$ cat src/hdl/tmie_pkg.sv
// constants for the two-wire master interrupt-enable register block
package tmie_pkg;

    // ----------------------------------------------------------------
    // register byte offsets
    // ----------------------------------------------------------------
    localparam logic [11:0] TMIE_OFS_DIRECT = 12'h300;
    localparam logic [11:0] TMIE_OFS_SET = 12'h304;
    localparam logic [11:0] TMIE_OFS_CLEAR = 12'h308;

    // ----------------------------------------------------------------
    // event enable fields: bit position in each register word
    // ----------------------------------------------------------------
    localparam int TMIE_NUM_EVENTS = 7;
    localparam int TMIE_BIT_STOPPED = 1;
    localparam int TMIE_BIT_ERROR = 9;
    localparam int TMIE_BIT_SUSPENDED = 18;
    localparam int TMIE_BIT_RECEIVE_BEGUN = 19;
    localparam int TMIE_BIT_TRANSMIT_BEGUN = 20;
    localparam int TMIE_BIT_FINAL_RECEIVE = 23;
    localparam int TMIE_BIT_FINAL_TRANSMIT = 24;

    // index of each event in the internal enable vector
    localparam int TMIE_IDX_STOPPED = 0;
    localparam int TMIE_IDX_ERROR = 1;
    localparam int TMIE_IDX_SUSPENDED = 2;
    localparam int TMIE_IDX_RECEIVE_BEGUN = 3;
    localparam int TMIE_IDX_TRANSMIT_BEGUN = 4;
    localparam int TMIE_IDX_FINAL_RECEIVE = 5;
    localparam int TMIE_IDX_FINAL_TRANSMIT = 6;

    // ----------------------------------------------------------------
    // reset values and bus answers
    // ----------------------------------------------------------------
    localparam logic [6:0] TMIE_ENABLE_RESET = 7'h00;
    localparam logic [31:0] TMIE_WORD_ZERO = 32'h0000_0000;
    localparam logic [1:0] TMIE_RESP_OKAY = 2'h0;
    localparam logic [1:0] TMIE_RESP_SLVERR = 2'h2;

    // which register a decoded address hits
    typedef enum logic [1:0] {
        TMIE_REG_NONE = 2'b00,
        TMIE_REG_DIRECT = 2'b01,
        TMIE_REG_SET = 2'b10,
        TMIE_REG_CLEAR = 2'b11
    } tmie_reg_t;

endpackage

$ cat src/hdl/tmie_irq_enable.sv
// interrupt-enable set/clear register block of the two-wire bus master, AXI4-Lite slave
// Operation
// (RULE_01) writing one to a set-register field enables that event; reads return enables
// (RULE_02) writing one to a clear-register field disables that event; reads return enables
// (RULE_03) bus-error event has an enable bit, set and cleared via the two registers
// (RULE_04) transfer-suspended event has an enable bit, set or cleared by writing one
// (RULE_05) receive-begun event has a write-one-set and write-one-clear enable bit
// (RULE_06) transmit-begun event has a write-one-set and write-one-clear enable bit
// (RULE_07) final-receive-byte event has a write-one-set and write-one-clear enable bit
// (RULE_08) final-transmit-byte event has a write-one-set and write-one-clear enable bit
// (RULE_09) direct register reads and writes the same enables that set and clear modify
// (RULE_10) zero written to set or clear changes nothing; all enables reset disabled
// (RULE_11) interrupt output high while any pending event has its enable set; irq_out is registered and follows one cycle later
`timescale 1ns/1ns
`default_nettype none

module tmie_irq_enable
    import tmie_pkg::*;
#(
    parameter int ADDR_W = 12
) (
    // clock and reset
    input wire logic clk_in,
    input wire logic rstn_in,
    // axi4-lite write address channel
    input wire logic s_axi_awvalid_in,
    output logic s_axi_awready_out,
    input wire logic [ADDR_W-1:0] s_axi_awaddr_in,
    // axi4-lite write data channel
    input wire logic s_axi_wvalid_in,
    output logic s_axi_wready_out,
    input wire logic [31:0] s_axi_wdata_in,
    input wire logic [3:0] s_axi_wstrb_in,
    // axi4-lite write response channel
    output logic s_axi_bvalid_out,
    input wire logic s_axi_bready_in,
    output logic [1:0] s_axi_bresp_out,
    // axi4-lite read address channel
    input wire logic s_axi_arvalid_in,
    output logic s_axi_arready_out,
    input wire logic [ADDR_W-1:0] s_axi_araddr_in,
    // axi4-lite read data channel
    output logic s_axi_rvalid_out,
    input wire logic s_axi_rready_in,
    output logic [31:0] s_axi_rdata_out,
    output logic [1:0] s_axi_rresp_out,
    // event pending levels from the bus master core, same clock
    input wire logic [TMIE_NUM_EVENTS-1:0] event_pending_in,
    // enable state and peripheral interrupt
    output logic [TMIE_NUM_EVENTS-1:0] irq_enable_out,
    output logic irq_out
);

    // ----------------------------------------------------------------
    // elaboration check
    // ----------------------------------------------------------------
    // the decode reads address bits eleven down to two, so twelve address bits are needed
    if (ADDR_W < 12) begin : g_bad_addr
        $error("ADDR_W must be at least 12");
    end

    // ----------------------------------------------------------------
    // helpers
    // ----------------------------------------------------------------
    // spread the internal enable vector onto its register word positions
    function automatic logic [31:0] pack_word(input logic [TMIE_NUM_EVENTS-1:0] en);
        logic [31:0] w;
        w = TMIE_WORD_ZERO;
        w[TMIE_BIT_STOPPED] = en[TMIE_IDX_STOPPED];
        w[TMIE_BIT_ERROR] = en[TMIE_IDX_ERROR];
        w[TMIE_BIT_SUSPENDED] = en[TMIE_IDX_SUSPENDED];
        w[TMIE_BIT_RECEIVE_BEGUN] = en[TMIE_IDX_RECEIVE_BEGUN];
        w[TMIE_BIT_TRANSMIT_BEGUN] = en[TMIE_IDX_TRANSMIT_BEGUN];
        w[TMIE_BIT_FINAL_RECEIVE] = en[TMIE_IDX_FINAL_RECEIVE];
        w[TMIE_BIT_FINAL_TRANSMIT] = en[TMIE_IDX_FINAL_TRANSMIT];
        return w;
    endfunction

    // gather the event fields of a register word into the internal vector
    function automatic logic [TMIE_NUM_EVENTS-1:0] unpack_word(input logic [31:0] w);
        logic [TMIE_NUM_EVENTS-1:0] en;
        en = TMIE_ENABLE_RESET;
        en[TMIE_IDX_STOPPED] = w[TMIE_BIT_STOPPED];
        en[TMIE_IDX_ERROR] = w[TMIE_BIT_ERROR];
        en[TMIE_IDX_SUSPENDED] = w[TMIE_BIT_SUSPENDED];
        en[TMIE_IDX_RECEIVE_BEGUN] = w[TMIE_BIT_RECEIVE_BEGUN];
        en[TMIE_IDX_TRANSMIT_BEGUN] = w[TMIE_BIT_TRANSMIT_BEGUN];
        en[TMIE_IDX_FINAL_RECEIVE] = w[TMIE_BIT_FINAL_RECEIVE];
        en[TMIE_IDX_FINAL_TRANSMIT] = w[TMIE_BIT_FINAL_TRANSMIT];
        return en;
    endfunction

    // word-aligned address decode; low two bits are ignored
    function automatic tmie_reg_t decode(input logic [ADDR_W-1:0] a);
        logic [11:0] wa;
        wa = {a[11:2], 2'b00};
        // a shift, not a part-select: the select would run backwards at the minimum width
        if ((a >> 12) != '0) begin
            return TMIE_REG_NONE;
        end
        case (wa)
            TMIE_OFS_DIRECT: return TMIE_REG_DIRECT;
            TMIE_OFS_SET: return TMIE_REG_SET;
            TMIE_OFS_CLEAR: return TMIE_REG_CLEAR;
            default: return TMIE_REG_NONE;
        endcase
    endfunction

    // ----------------------------------------------------------------
    // state
    // ----------------------------------------------------------------
    logic [TMIE_NUM_EVENTS-1:0] enable_r, enable_nxt;
    logic aw_held_r, w_held_r, bvalid_r, rvalid_r, irq_r;
    logic [ADDR_W-1:0] awaddr_r;
    logic [31:0] wdata_r, rdata_r;
    logic [3:0] wstrb_r;
    logic [1:0] bresp_r, rresp_r;

    // ----------------------------------------------------------------
    // write path decode
    // ----------------------------------------------------------------
    // address and data are caught separately so either may come first
    wire aw_take = s_axi_awvalid_in && !aw_held_r;
    wire w_take = s_axi_wvalid_in && !w_held_r;
    // commit only once the previous response has left, so bvalid never doubles up
    wire wr_go = aw_held_r && w_held_r && !bvalid_r;
    wire tmie_reg_t wr_sel = decode(awaddr_r);
    // byte enables widen to a bit mask; unstrobed lanes never touch an enable
    wire [31:0] strb_mask = {{8{wstrb_r[3]}}, {8{wstrb_r[2]}}, {8{wstrb_r[1]}}, {8{wstrb_r[0]}}};
    wire [TMIE_NUM_EVENTS-1:0] wr_lane = unpack_word(strb_mask);
    wire [TMIE_NUM_EVENTS-1:0] wr_ones = unpack_word(wdata_r & strb_mask);

    // next enable state: direct overwrite, or write-one set / clear
    always_comb begin
        enable_nxt = enable_r;
        if (wr_go) begin
            case (wr_sel)
                TMIE_REG_DIRECT: enable_nxt = (enable_r & ~wr_lane) | wr_ones; // RULE_09
                // zeros leave bits alone since only ones are ored in or masked out
                TMIE_REG_SET: enable_nxt = enable_r | wr_ones; // RULE_01 RULE_03 RULE_04 RULE_05 RULE_10
                TMIE_REG_CLEAR: enable_nxt = enable_r & ~wr_ones; // RULE_02 RULE_06 RULE_07 RULE_08 RULE_10
                default: enable_nxt = enable_r;
            endcase
        end
    end

    // ----------------------------------------------------------------
    // read path decode
    // ----------------------------------------------------------------
    wire ar_take = s_axi_arvalid_in && !rvalid_r;
    wire tmie_reg_t rd_sel = decode(s_axi_araddr_in);
    // all three mapped registers show the same enable state
    wire rd_hit = (rd_sel != TMIE_REG_NONE);
    wire [31:0] rd_word = rd_hit ? pack_word(enable_r) : TMIE_WORD_ZERO; // RULE_01 RULE_02 RULE_09

    // ----------------------------------------------------------------
    // enable register and interrupt
    // ----------------------------------------------------------------
    // enables come out of reset all off
    always_ff @(posedge clk_in or negedge rstn_in) begin
        if (!rstn_in) begin
            enable_r <= TMIE_ENABLE_RESET; // RULE_10
            irq_r <= 1'b0;
        end else begin
            enable_r <= enable_nxt;
            // registered for a clean output; costs one cycle of latency
            irq_r <= |(event_pending_in & enable_r); // RULE_11
        end
    end

    // ----------------------------------------------------------------
    // write channel handshake
    // ----------------------------------------------------------------
    always_ff @(posedge clk_in or negedge rstn_in) begin
        if (!rstn_in) begin
            aw_held_r <= 1'b0;
            w_held_r <= 1'b0;
            awaddr_r <= '0;
            wdata_r <= TMIE_WORD_ZERO;
            wstrb_r <= 4'h0;
        end else begin
            if (aw_take) begin
                aw_held_r <= 1'b1;
                awaddr_r <= s_axi_awaddr_in;
            end else if (wr_go) begin
                aw_held_r <= 1'b0;
            end
            if (w_take) begin
                w_held_r <= 1'b1;
                wdata_r <= s_axi_wdata_in;
                wstrb_r <= s_axi_wstrb_in;
            end else if (wr_go) begin
                w_held_r <= 1'b0;
            end
        end
    end

    // write response: slverr for an unmapped word
    always_ff @(posedge clk_in or negedge rstn_in) begin
        if (!rstn_in) begin
            bvalid_r <= 1'b0;
            bresp_r <= TMIE_RESP_OKAY;
        end else if (wr_go) begin
            bvalid_r <= 1'b1;
            bresp_r <= (wr_sel == TMIE_REG_NONE) ? TMIE_RESP_SLVERR : TMIE_RESP_OKAY;
        end else if (s_axi_bready_in) begin
            bvalid_r <= 1'b0;
        end
    end

    // ----------------------------------------------------------------
    // read channel handshake
    // ----------------------------------------------------------------
    always_ff @(posedge clk_in or negedge rstn_in) begin
        if (!rstn_in) begin
            rvalid_r <= 1'b0;
            rdata_r <= TMIE_WORD_ZERO;
            rresp_r <= TMIE_RESP_OKAY;
        end else if (ar_take) begin
            rvalid_r <= 1'b1;
            rdata_r <= rd_word;
            rresp_r <= rd_hit ? TMIE_RESP_OKAY : TMIE_RESP_SLVERR;
        end else if (s_axi_rready_in) begin
            rvalid_r <= 1'b0;
        end
    end

    // ----------------------------------------------------------------
    // outputs
    // ----------------------------------------------------------------
    assign s_axi_awready_out = !aw_held_r;
    assign s_axi_wready_out = !w_held_r;
    assign s_axi_bvalid_out = bvalid_r;
    assign s_axi_bresp_out = bresp_r;
    assign s_axi_arready_out = !rvalid_r;
    assign s_axi_rvalid_out = rvalid_r;
    assign s_axi_rdata_out = rdata_r;
    assign s_axi_rresp_out = rresp_r;
    assign irq_enable_out = enable_r;
    assign irq_out = irq_r;

endmodule

`default_nettype wire

$ cat config.mk
export PLATFORM = sky130hd
export DESIGN_NAME = tmie_irq_enable
export DESIGN_NICKNAME = d
export VERILOG_FILES = /design/src/hdl/tmie_pkg.sv /design/src/hdl/tmie_irq_enable.sv
export SDC_FILE = /design/constraint.sdc
export NUM_CORES = 1
export LEC_CHECK = 0
export BUFFER_PORTS_ARGS = -buffer_cell sky130_fd_sc_hd__buf_2
export CORE_MARGIN = 10
export CORE_UTILIZATION = 40
export CTS_BUF_LIST = sky130_fd_sc_hd__clkbuf_8
export DETAILED_ROUTE_END_ITERATION = 16
export PLACE_DENSITY = 0.85
export SYNTH_ARGS = -nofsm -noshare
export SYNTH_HDL_FRONTEND = slang
export SYNTH_SLANG_ARGS = --single-unit
$ cat constraint.sdc
create_clock -name clk_in -period 1.6 [get_ports clk_in]
set_input_delay 0.16 -clock clk_in [delete_from_list [all_inputs] [get_ports clk_in]]
set_output_delay 0.16 -clock clk_in [all_outputs]
set_load 0.01 [all_outputs]
==> results of run 1 <==
## cells by family after synthesis
family,synth area share [%]
buffers and inverters,12.6
DFF,53.3
xor gates and xnor gates,0.445
other,0.190
AOI/OAI and AO/OA,12.6
and+or+nand+nor,8.83
muxes,12.0
## critical path: stages, from the launching register on
cell and delay (ns):
dfrtp_1 0.38, or4_4 0.57, or4_4 0.48, o21ai_1 0.14, nand2_1 0.07
## state kept, by name, indices dropped and copies added (netlist names)
signal and cells:
s_axi_rdata_out 7, awaddr_r 10, s_axi_rvalid_out 1, wdata_r 7, w_held_r 1, wstrb_r 4
s_axi_bresp_out 1, irq_enable_out 7, irq_out 1, aw_held_r 1, s_axi_rresp_out 1, s_axi_bvalid_out 1
## power groups by stage
stage / sequential [mW] / clock, mW / combinational (mW)
after floorplan: 1.63 / 0 / 0.726
after global placement: 1.63 / 0 / 1.06
after detailed placement: 1.67 / 0 / 1.10
after CTS: 1.65 / 0.651 / 1.15
after global routing: 1.71 / 0.689 / 1.27
final: 1.66 / 0.634 / 1.16
## cell type report
type,count,share of cell area [%]
clock buffers,5,2.78
clock inverters,2,0.454
inverters,6,0.909
multi-input cells,109,32.7
flip-flops and latches,42,42.4
well taps,67,3.38
repair buffers,79,17.4
## timing repair
item | CTS | global route
pin swaps | 2 | 1
gates resized for setup | 4 | 3
hold buffers | 1 | 0
setup endpoints to repair | 8 | 8
hold endpoints to repair | 42 | 0
## metrics by stage
stage	total power [mW]	area, sq um	hold WS (ns)	instances
4_1_cts	3.45	2460	0.0552	310
2_1_floorplan	2.35	2070	-0.136	188
6_report	3.46	2480	0.0551	310
3_5_place_dp	2.77	2350	0.259	302
3_3_place_gp	2.69	2350	0.258	302
5_1_grt	3.66	2480	0.0610	310
## layout by cell type (no fill, tap or decap), types with 5 or more instances in the layout
master,instances
o21ai_1,8
inv_1,7
clkbuf_8,5
dfrtp_1,42
buf_4,12
buf_2,66
mux2_2,21
a22o_1,7
nand3_1,6
nand2_1,8
conb_1,27
## worst max-delay path by stage
stage,startpoint,endpoint,slack [ns],cells past startpoint
final,awaddr_r[5],irq_enable_out[4],-0.14,4
after global routing,awaddr_r[5],irq_enable_out[4],-0.19,4
after CTS,awaddr_r[5],irq_enable_out[4],-0.15,4
after detailed placement,awaddr_r[5],irq_enable_out[4],-0.15,5
after global placement,awaddr_r[5],irq_enable_out[4],-0.10,5
after floorplan,awaddr_r[5],irq_enable_out[0],-0.10,4
## routing by layer
metal	wire length, microns	vias up	part of all wire (%)	global-route usage (%)
met5	0	-	0	0
met4	53	0	1.1	3.18
met3	511	7	11	6.32
met2	2390	57	50	19.0
met1	1830	691	38	12.3
li1	-	696	-	-
==> out/summary.txt, run 1 <==
outcome: finished, violations left
failing checks: negative setup slack
min-delay worst type: in2reg
Seq cells post-synth: 42
final net count: 317
max-cap violations: 0
Internal Pwr Total: 2.30 mW
Clock power frac: 18.3%
Worst Skew: 0.00363 ns
Leak: 1.25 nW
Final ANT Viol Nets: 0
Placement Rows: 25
Sequential Power Share: 48.2%
Comb pwr share: 33.5%
worst r2r src: awaddr_r[5]
Min-Delay Path Depth: 2
CTS tree: done
area grow syn2layout: 25.8%
Cell variety after synth: 31
Post-Route WL: 4.78 mm
Routability Congestion: 0.784
Synth Flop Type: dfrtp_1
CTS sink count: 42
DRT Pass-1 Iters: 4
CTS clk-pin slew, worst paths: 0.07 ns
RSZ-0062 raised after global routing: true
CTS root buf: clkbuf_8
Slew HR: 65.3%
Synth Instances: 162
routed via count: 1451
diodes inserted: 0
Setup TNS Final: -0.883 ns
remaining global-route overflow: 0
fin util: 52.1%
Post-Place Setup Slack: -0.146 ns
first-pass GRT wire length: 7.71 mm
Worst EP arrival: 1.92 ns
Post-DP HPWL: 3.89 mm
Slew Limit Fails: 0
htree depth: 2
Post-synth ARST share: 100%
Avg WL per Cell: 15.4 microns
clock tree buffer depth: 2
io pins: 123
Final Hold Fails: 0
Starting Density: 41.4%
Setup WS post-layout: -0.142 ns
PwrDens: 1390 mW/mm^2
Die ar.: 0.00813 sq mm
element type at the critical path end: flop
Endpoint, Worst Hold: s_axi_rvalid_out
cell with the most instances after synthesis: dfrtp_1
Sequential cell area: 0.00105 sq mm
leading post-synthesis cells by cell area: dfrtp_1 53%, mux2_2 12%, buf_4 10%, a22o_1 3.1%, o21ai_0 2.0%
R2R Path End: irq_enable_out[4]
fraction of the yosys area taken by sequential cells: 53.3%
CP Class: reg2reg
Post-synth EDFFs: 0
Layout fillers: 432
Peak supply drop: 0.866 mV
worst hold path startpoint: s_axi_rready_in
Syn Std Cell Area: 0.00197 sq mm
# port buffers: 66
most frequent cells after synthesis: 42 x dfrtp_1, 27 x buf_4, 21 x mux2_2
cell taking the most area after synthesis: dfrtp_1
CP Max Fanout: 5
Clk Latency, worst-skew pair: 0.29 ns
Synth Warn #: 0
core area: 0.00475 sq mm
post-synth top area share: 53.3%
FF-to-FF setup slack: -0.14 ns
Num CTS Buffers: 5
Sw Share: 33.3%
fin crit share: 109%
initial drt markers: 42
worst slew pin tran: 0.520 ns
Setup violations, final: 7
layout cell share with drive strength beyond 1: 47.7%
post-CTS setup buffers: 0
Tot GR Track Use: 11.5%
initial antenna violation count: 0
Residual DRC: 0
post-DR vias/cell: 4.68
Critical Path RT: 1.78 ns
vias in the first global route: 1569
largest net degree at the start of global routing: 43
multi-input logic area: 811 sq um
worst-case reg-to-reg path depth: 4
Switch Pwr: 1.15 mW
Die W: 90.2 microns
Avg Cell Area, Syn: 12.2 sq um
die height: 90.2 microns
crit start category: flop
Peak Freq: 574 MHz
Period minus WS final: 1.74 ns
No activity file was read; power rests on OpenSTA's default activity.
==> run 2: changes to the inputs <==
==> constraint.sdc (replaced) <==
create_clock -name clk_in -period 1.6 [get_ports clk_in]
set_input_delay 0.16 -clock clk_in [delete_from_list [all_inputs] [get_ports clk_in]]
set_output_delay 0.16 -clock clk_in [all_outputs]
set_load 0.02 [all_outputs]
==> run 2 against run 1 <==
Compared with the run above:
- the flow still finishes with violations (negative setup slack)
- clock skew rose by 0.0059 ns
- via count rose by 1.7%
- core utilization rose by 1.2 points
- clock power rose by 30%
- hold slack got worse by 0.020 ns
- power rose by 10%
- critical endpoint is now irq_enable_out[5]
- highest routed layer unchanged
==> out/summary.txt, run 2 (synthesized netlist as in run 1, its figures left out) <==
outcome: finished, violations left
failing checks: negative setup slack
Worst Skew: 0.00955 ns (+0.00591 ns)
routed via count: 1476 (+1.7%)
CP Max Fanout: 4 (-1)
RSZ-0062 raised after global routing: true
# port buffers: 66 (unchanged)
Min-Delay Path Depth: 2 (unchanged)
Period minus WS final: 1.75 ns (+0.0126 ns)
Routability Congestion: 0.725 (-7.5%)
Final Hold Fails: 0 (unchanged)
met1 WL: 1.81 mm (-0.98%)
Peak Freq: 570 MHz (-0.72%)
Post-DP HPWL: 3.91 mm (+0.33%)
max reg flops: 10 (unchanged)
Setup WS post-layout: -0.155 ns (-0.0126 ns)
CTS tree: done
element type at the critical path end: flop
Placement Rows: 25 (unchanged)
htree depth: 2 (unchanged)
worst hold path startpoint: s_axi_bready_in
worst slew pin tran: 0.522 ns (+0.00266 ns)
Top Layer Used: met4
Post-Route WL: 4.93 mm (+3.1%)
max incr delay on CP: 0.57 ns (about the same)
remaining global-route overflow: 0 (unchanged)
Die ar.: 0.00813 sq mm (unchanged)
first-pass GRT wire length: 8.29 mm (+7.5%)
placed cell area: 0.00234 sq mm (-0.32%)
Residual DRC: 0 (unchanged)
max-cap violations: 0 (unchanged)
fin crit share: 110% (+0.79 points)
vias in the first global route: 1590 (+1.3%)
Critical Path RT: 1.79 ns (about the same)
initial antenna violation count: 0 (unchanged)
met2 WL post-DR: 2.46 mm (+3.0%)
Hold WS: 0.0353 ns (-0.0199 ns)
commonest non-fill, non-tap cell in the layout: buf_2
post-DR vias/cell: 4.76 (+1.7%)
largest register by flop count: awaddr_r
Worst EP arrival: 1.94 ns (+0.02 ns)
core area: 0.00475 sq mm (unchanged)
CTS root buf: clkbuf_8
Post-Place Setup Slack: -0.146 ns (+0.000614 ns)
CTS sink count: 42 (unchanged)
post-CTS setup buffers: 0 (unchanged)
Clk Latency, worst-skew pair: 0.30 ns (about the same)
CP Class: reg2reg
Slew Limit Fails: 0 (unchanged)
final instance area: 0.00253 sq mm (+2.3%)
Avg WL per Cell: 15.9 microns (+3.1%)
most frequent cells in the layout: 66 x buf_2, 42 x dfrtp_1, 27 x conb_1, 21 x mux2_2, 11 x buf_4
clock tree buffer depth: 2 (unchanged)
min-delay worst type: in2reg
Starting Density: 41.4% (unchanged)
Peak supply drop: 0.954 mV (+10%)
CTS clk-pin slew, worst paths: 0.08 ns (about the same)
io pins: 123 (unchanged)
Die W: 90.2 microns (unchanged)
initial drt markers: 132 (+210%)
FF-to-FF setup slack: -0.15 ns (about the same)
Setup TNS Final: -0.920 ns (-0.0378 ns)
PwrDens: 1500 mW/mm^2 (+7.8%)
met3 WL: 611 microns (+20%)
Final ANT Viol Nets: 0 (unchanged)
R2R Path End: irq_enable_out[5]
Top cell by count, worst path: or4_4
die height: 90.2 microns (unchanged)
crit start category: flop
area grow syn2layout: 28.6%
CP startpoint: awaddr_r[5]
DRT Pass-1 Iters: 4 (unchanged)
Leak: 1.28 nW (+3.0%)
largest net degree at the start of global routing: 43 (unchanged)
worst r2r src: awaddr_r[5]
layout cell share with drive strength beyond 1: 49.0% (+1.2 points)
fin util: 53.3% (+1.2 points)
worst-case reg-to-reg path depth: 4 (unchanged)
final net count: 316 (-0.32%)
Num CTS Buffers: 5 (unchanged)
CP Cell Sequence: or4_4 -> or4_4 -> o21ai_1 -> nand2_1
Endpoint, Worst Hold: s_axi_bvalid_out
Slew HR: 65.2% (-0.18 points)
Setup violations, final: 8 (+1)
diodes inserted: 0 (unchanged)
Tot GR Track Use: 12.2% (+0.73 points)
slowest CP cell: or4_4
run 2: critical path, delay by kind of cell, from the launching register on:
| kind | cells | cell delay [ns] |
|---|---|---|
| flip-flops | 1 | 0.39 |
| AND/OR/NAND/NOR | 3 | 1.10 |
| AO/OA/AOI/OAI | 1 | 0.15 |
run 2: what timing repair did:
action,CTS,global route
gates cloned,0,0
pin swaps,2,1
hold buffers,1,0
gates resized for setup,7,6
hold endpoints to repair,42,0
endpoints found under the setup margin,8,8
run 2: power by group:
part           leakage (nW)  internal, mW  switching [mW]
combinational         0.708         0.630           0.680
sequential            0.519          1.40           0.281
clock                0.0556         0.459           0.363
total                  1.28          2.49            1.32
run 2: worst max path at each step:
stage	to	depth (start not counted)	slack [ns]
detailed placement	irq_enable_out[3]	5	-0.15
global route	irq_enable_out[3]	4	-0.21
global placement	irq_enable_out[3]	5	-0.11
floorplan	irq_enable_out[0]	4	-0.10
finish	irq_enable_out[5]	4	-0.15
CTS	irq_enable_out[3]	4	-0.14
run 2: stage by stage:
step | power [mW] | instances
floorplan | 2.43 | 188
finish | 3.81 | 310
global route | 4.05 | 310
detailed placement | 2.84 | 301
CTS | 3.73 | 310
global placement | 2.76 | 301
run 2: cell type report:
class	instances	area [sq um]
multi-input combinational	109	845
timing repair buffer	78	423
fill	426	2220
inverter	6	22.5
clock inverter	3	41.3
sequential	42	1050
clock buffer	5	68.8
tap	67	83.8
run 2: layer usage:
metal | track usage [%] | vias to the layer above
met5 | 0 | -
met4 | 2.79 | 0
met3 | 6.82 | 6
met2 | 20.8 | 69
met1 | 12.8 | 708
li1 | - | 693
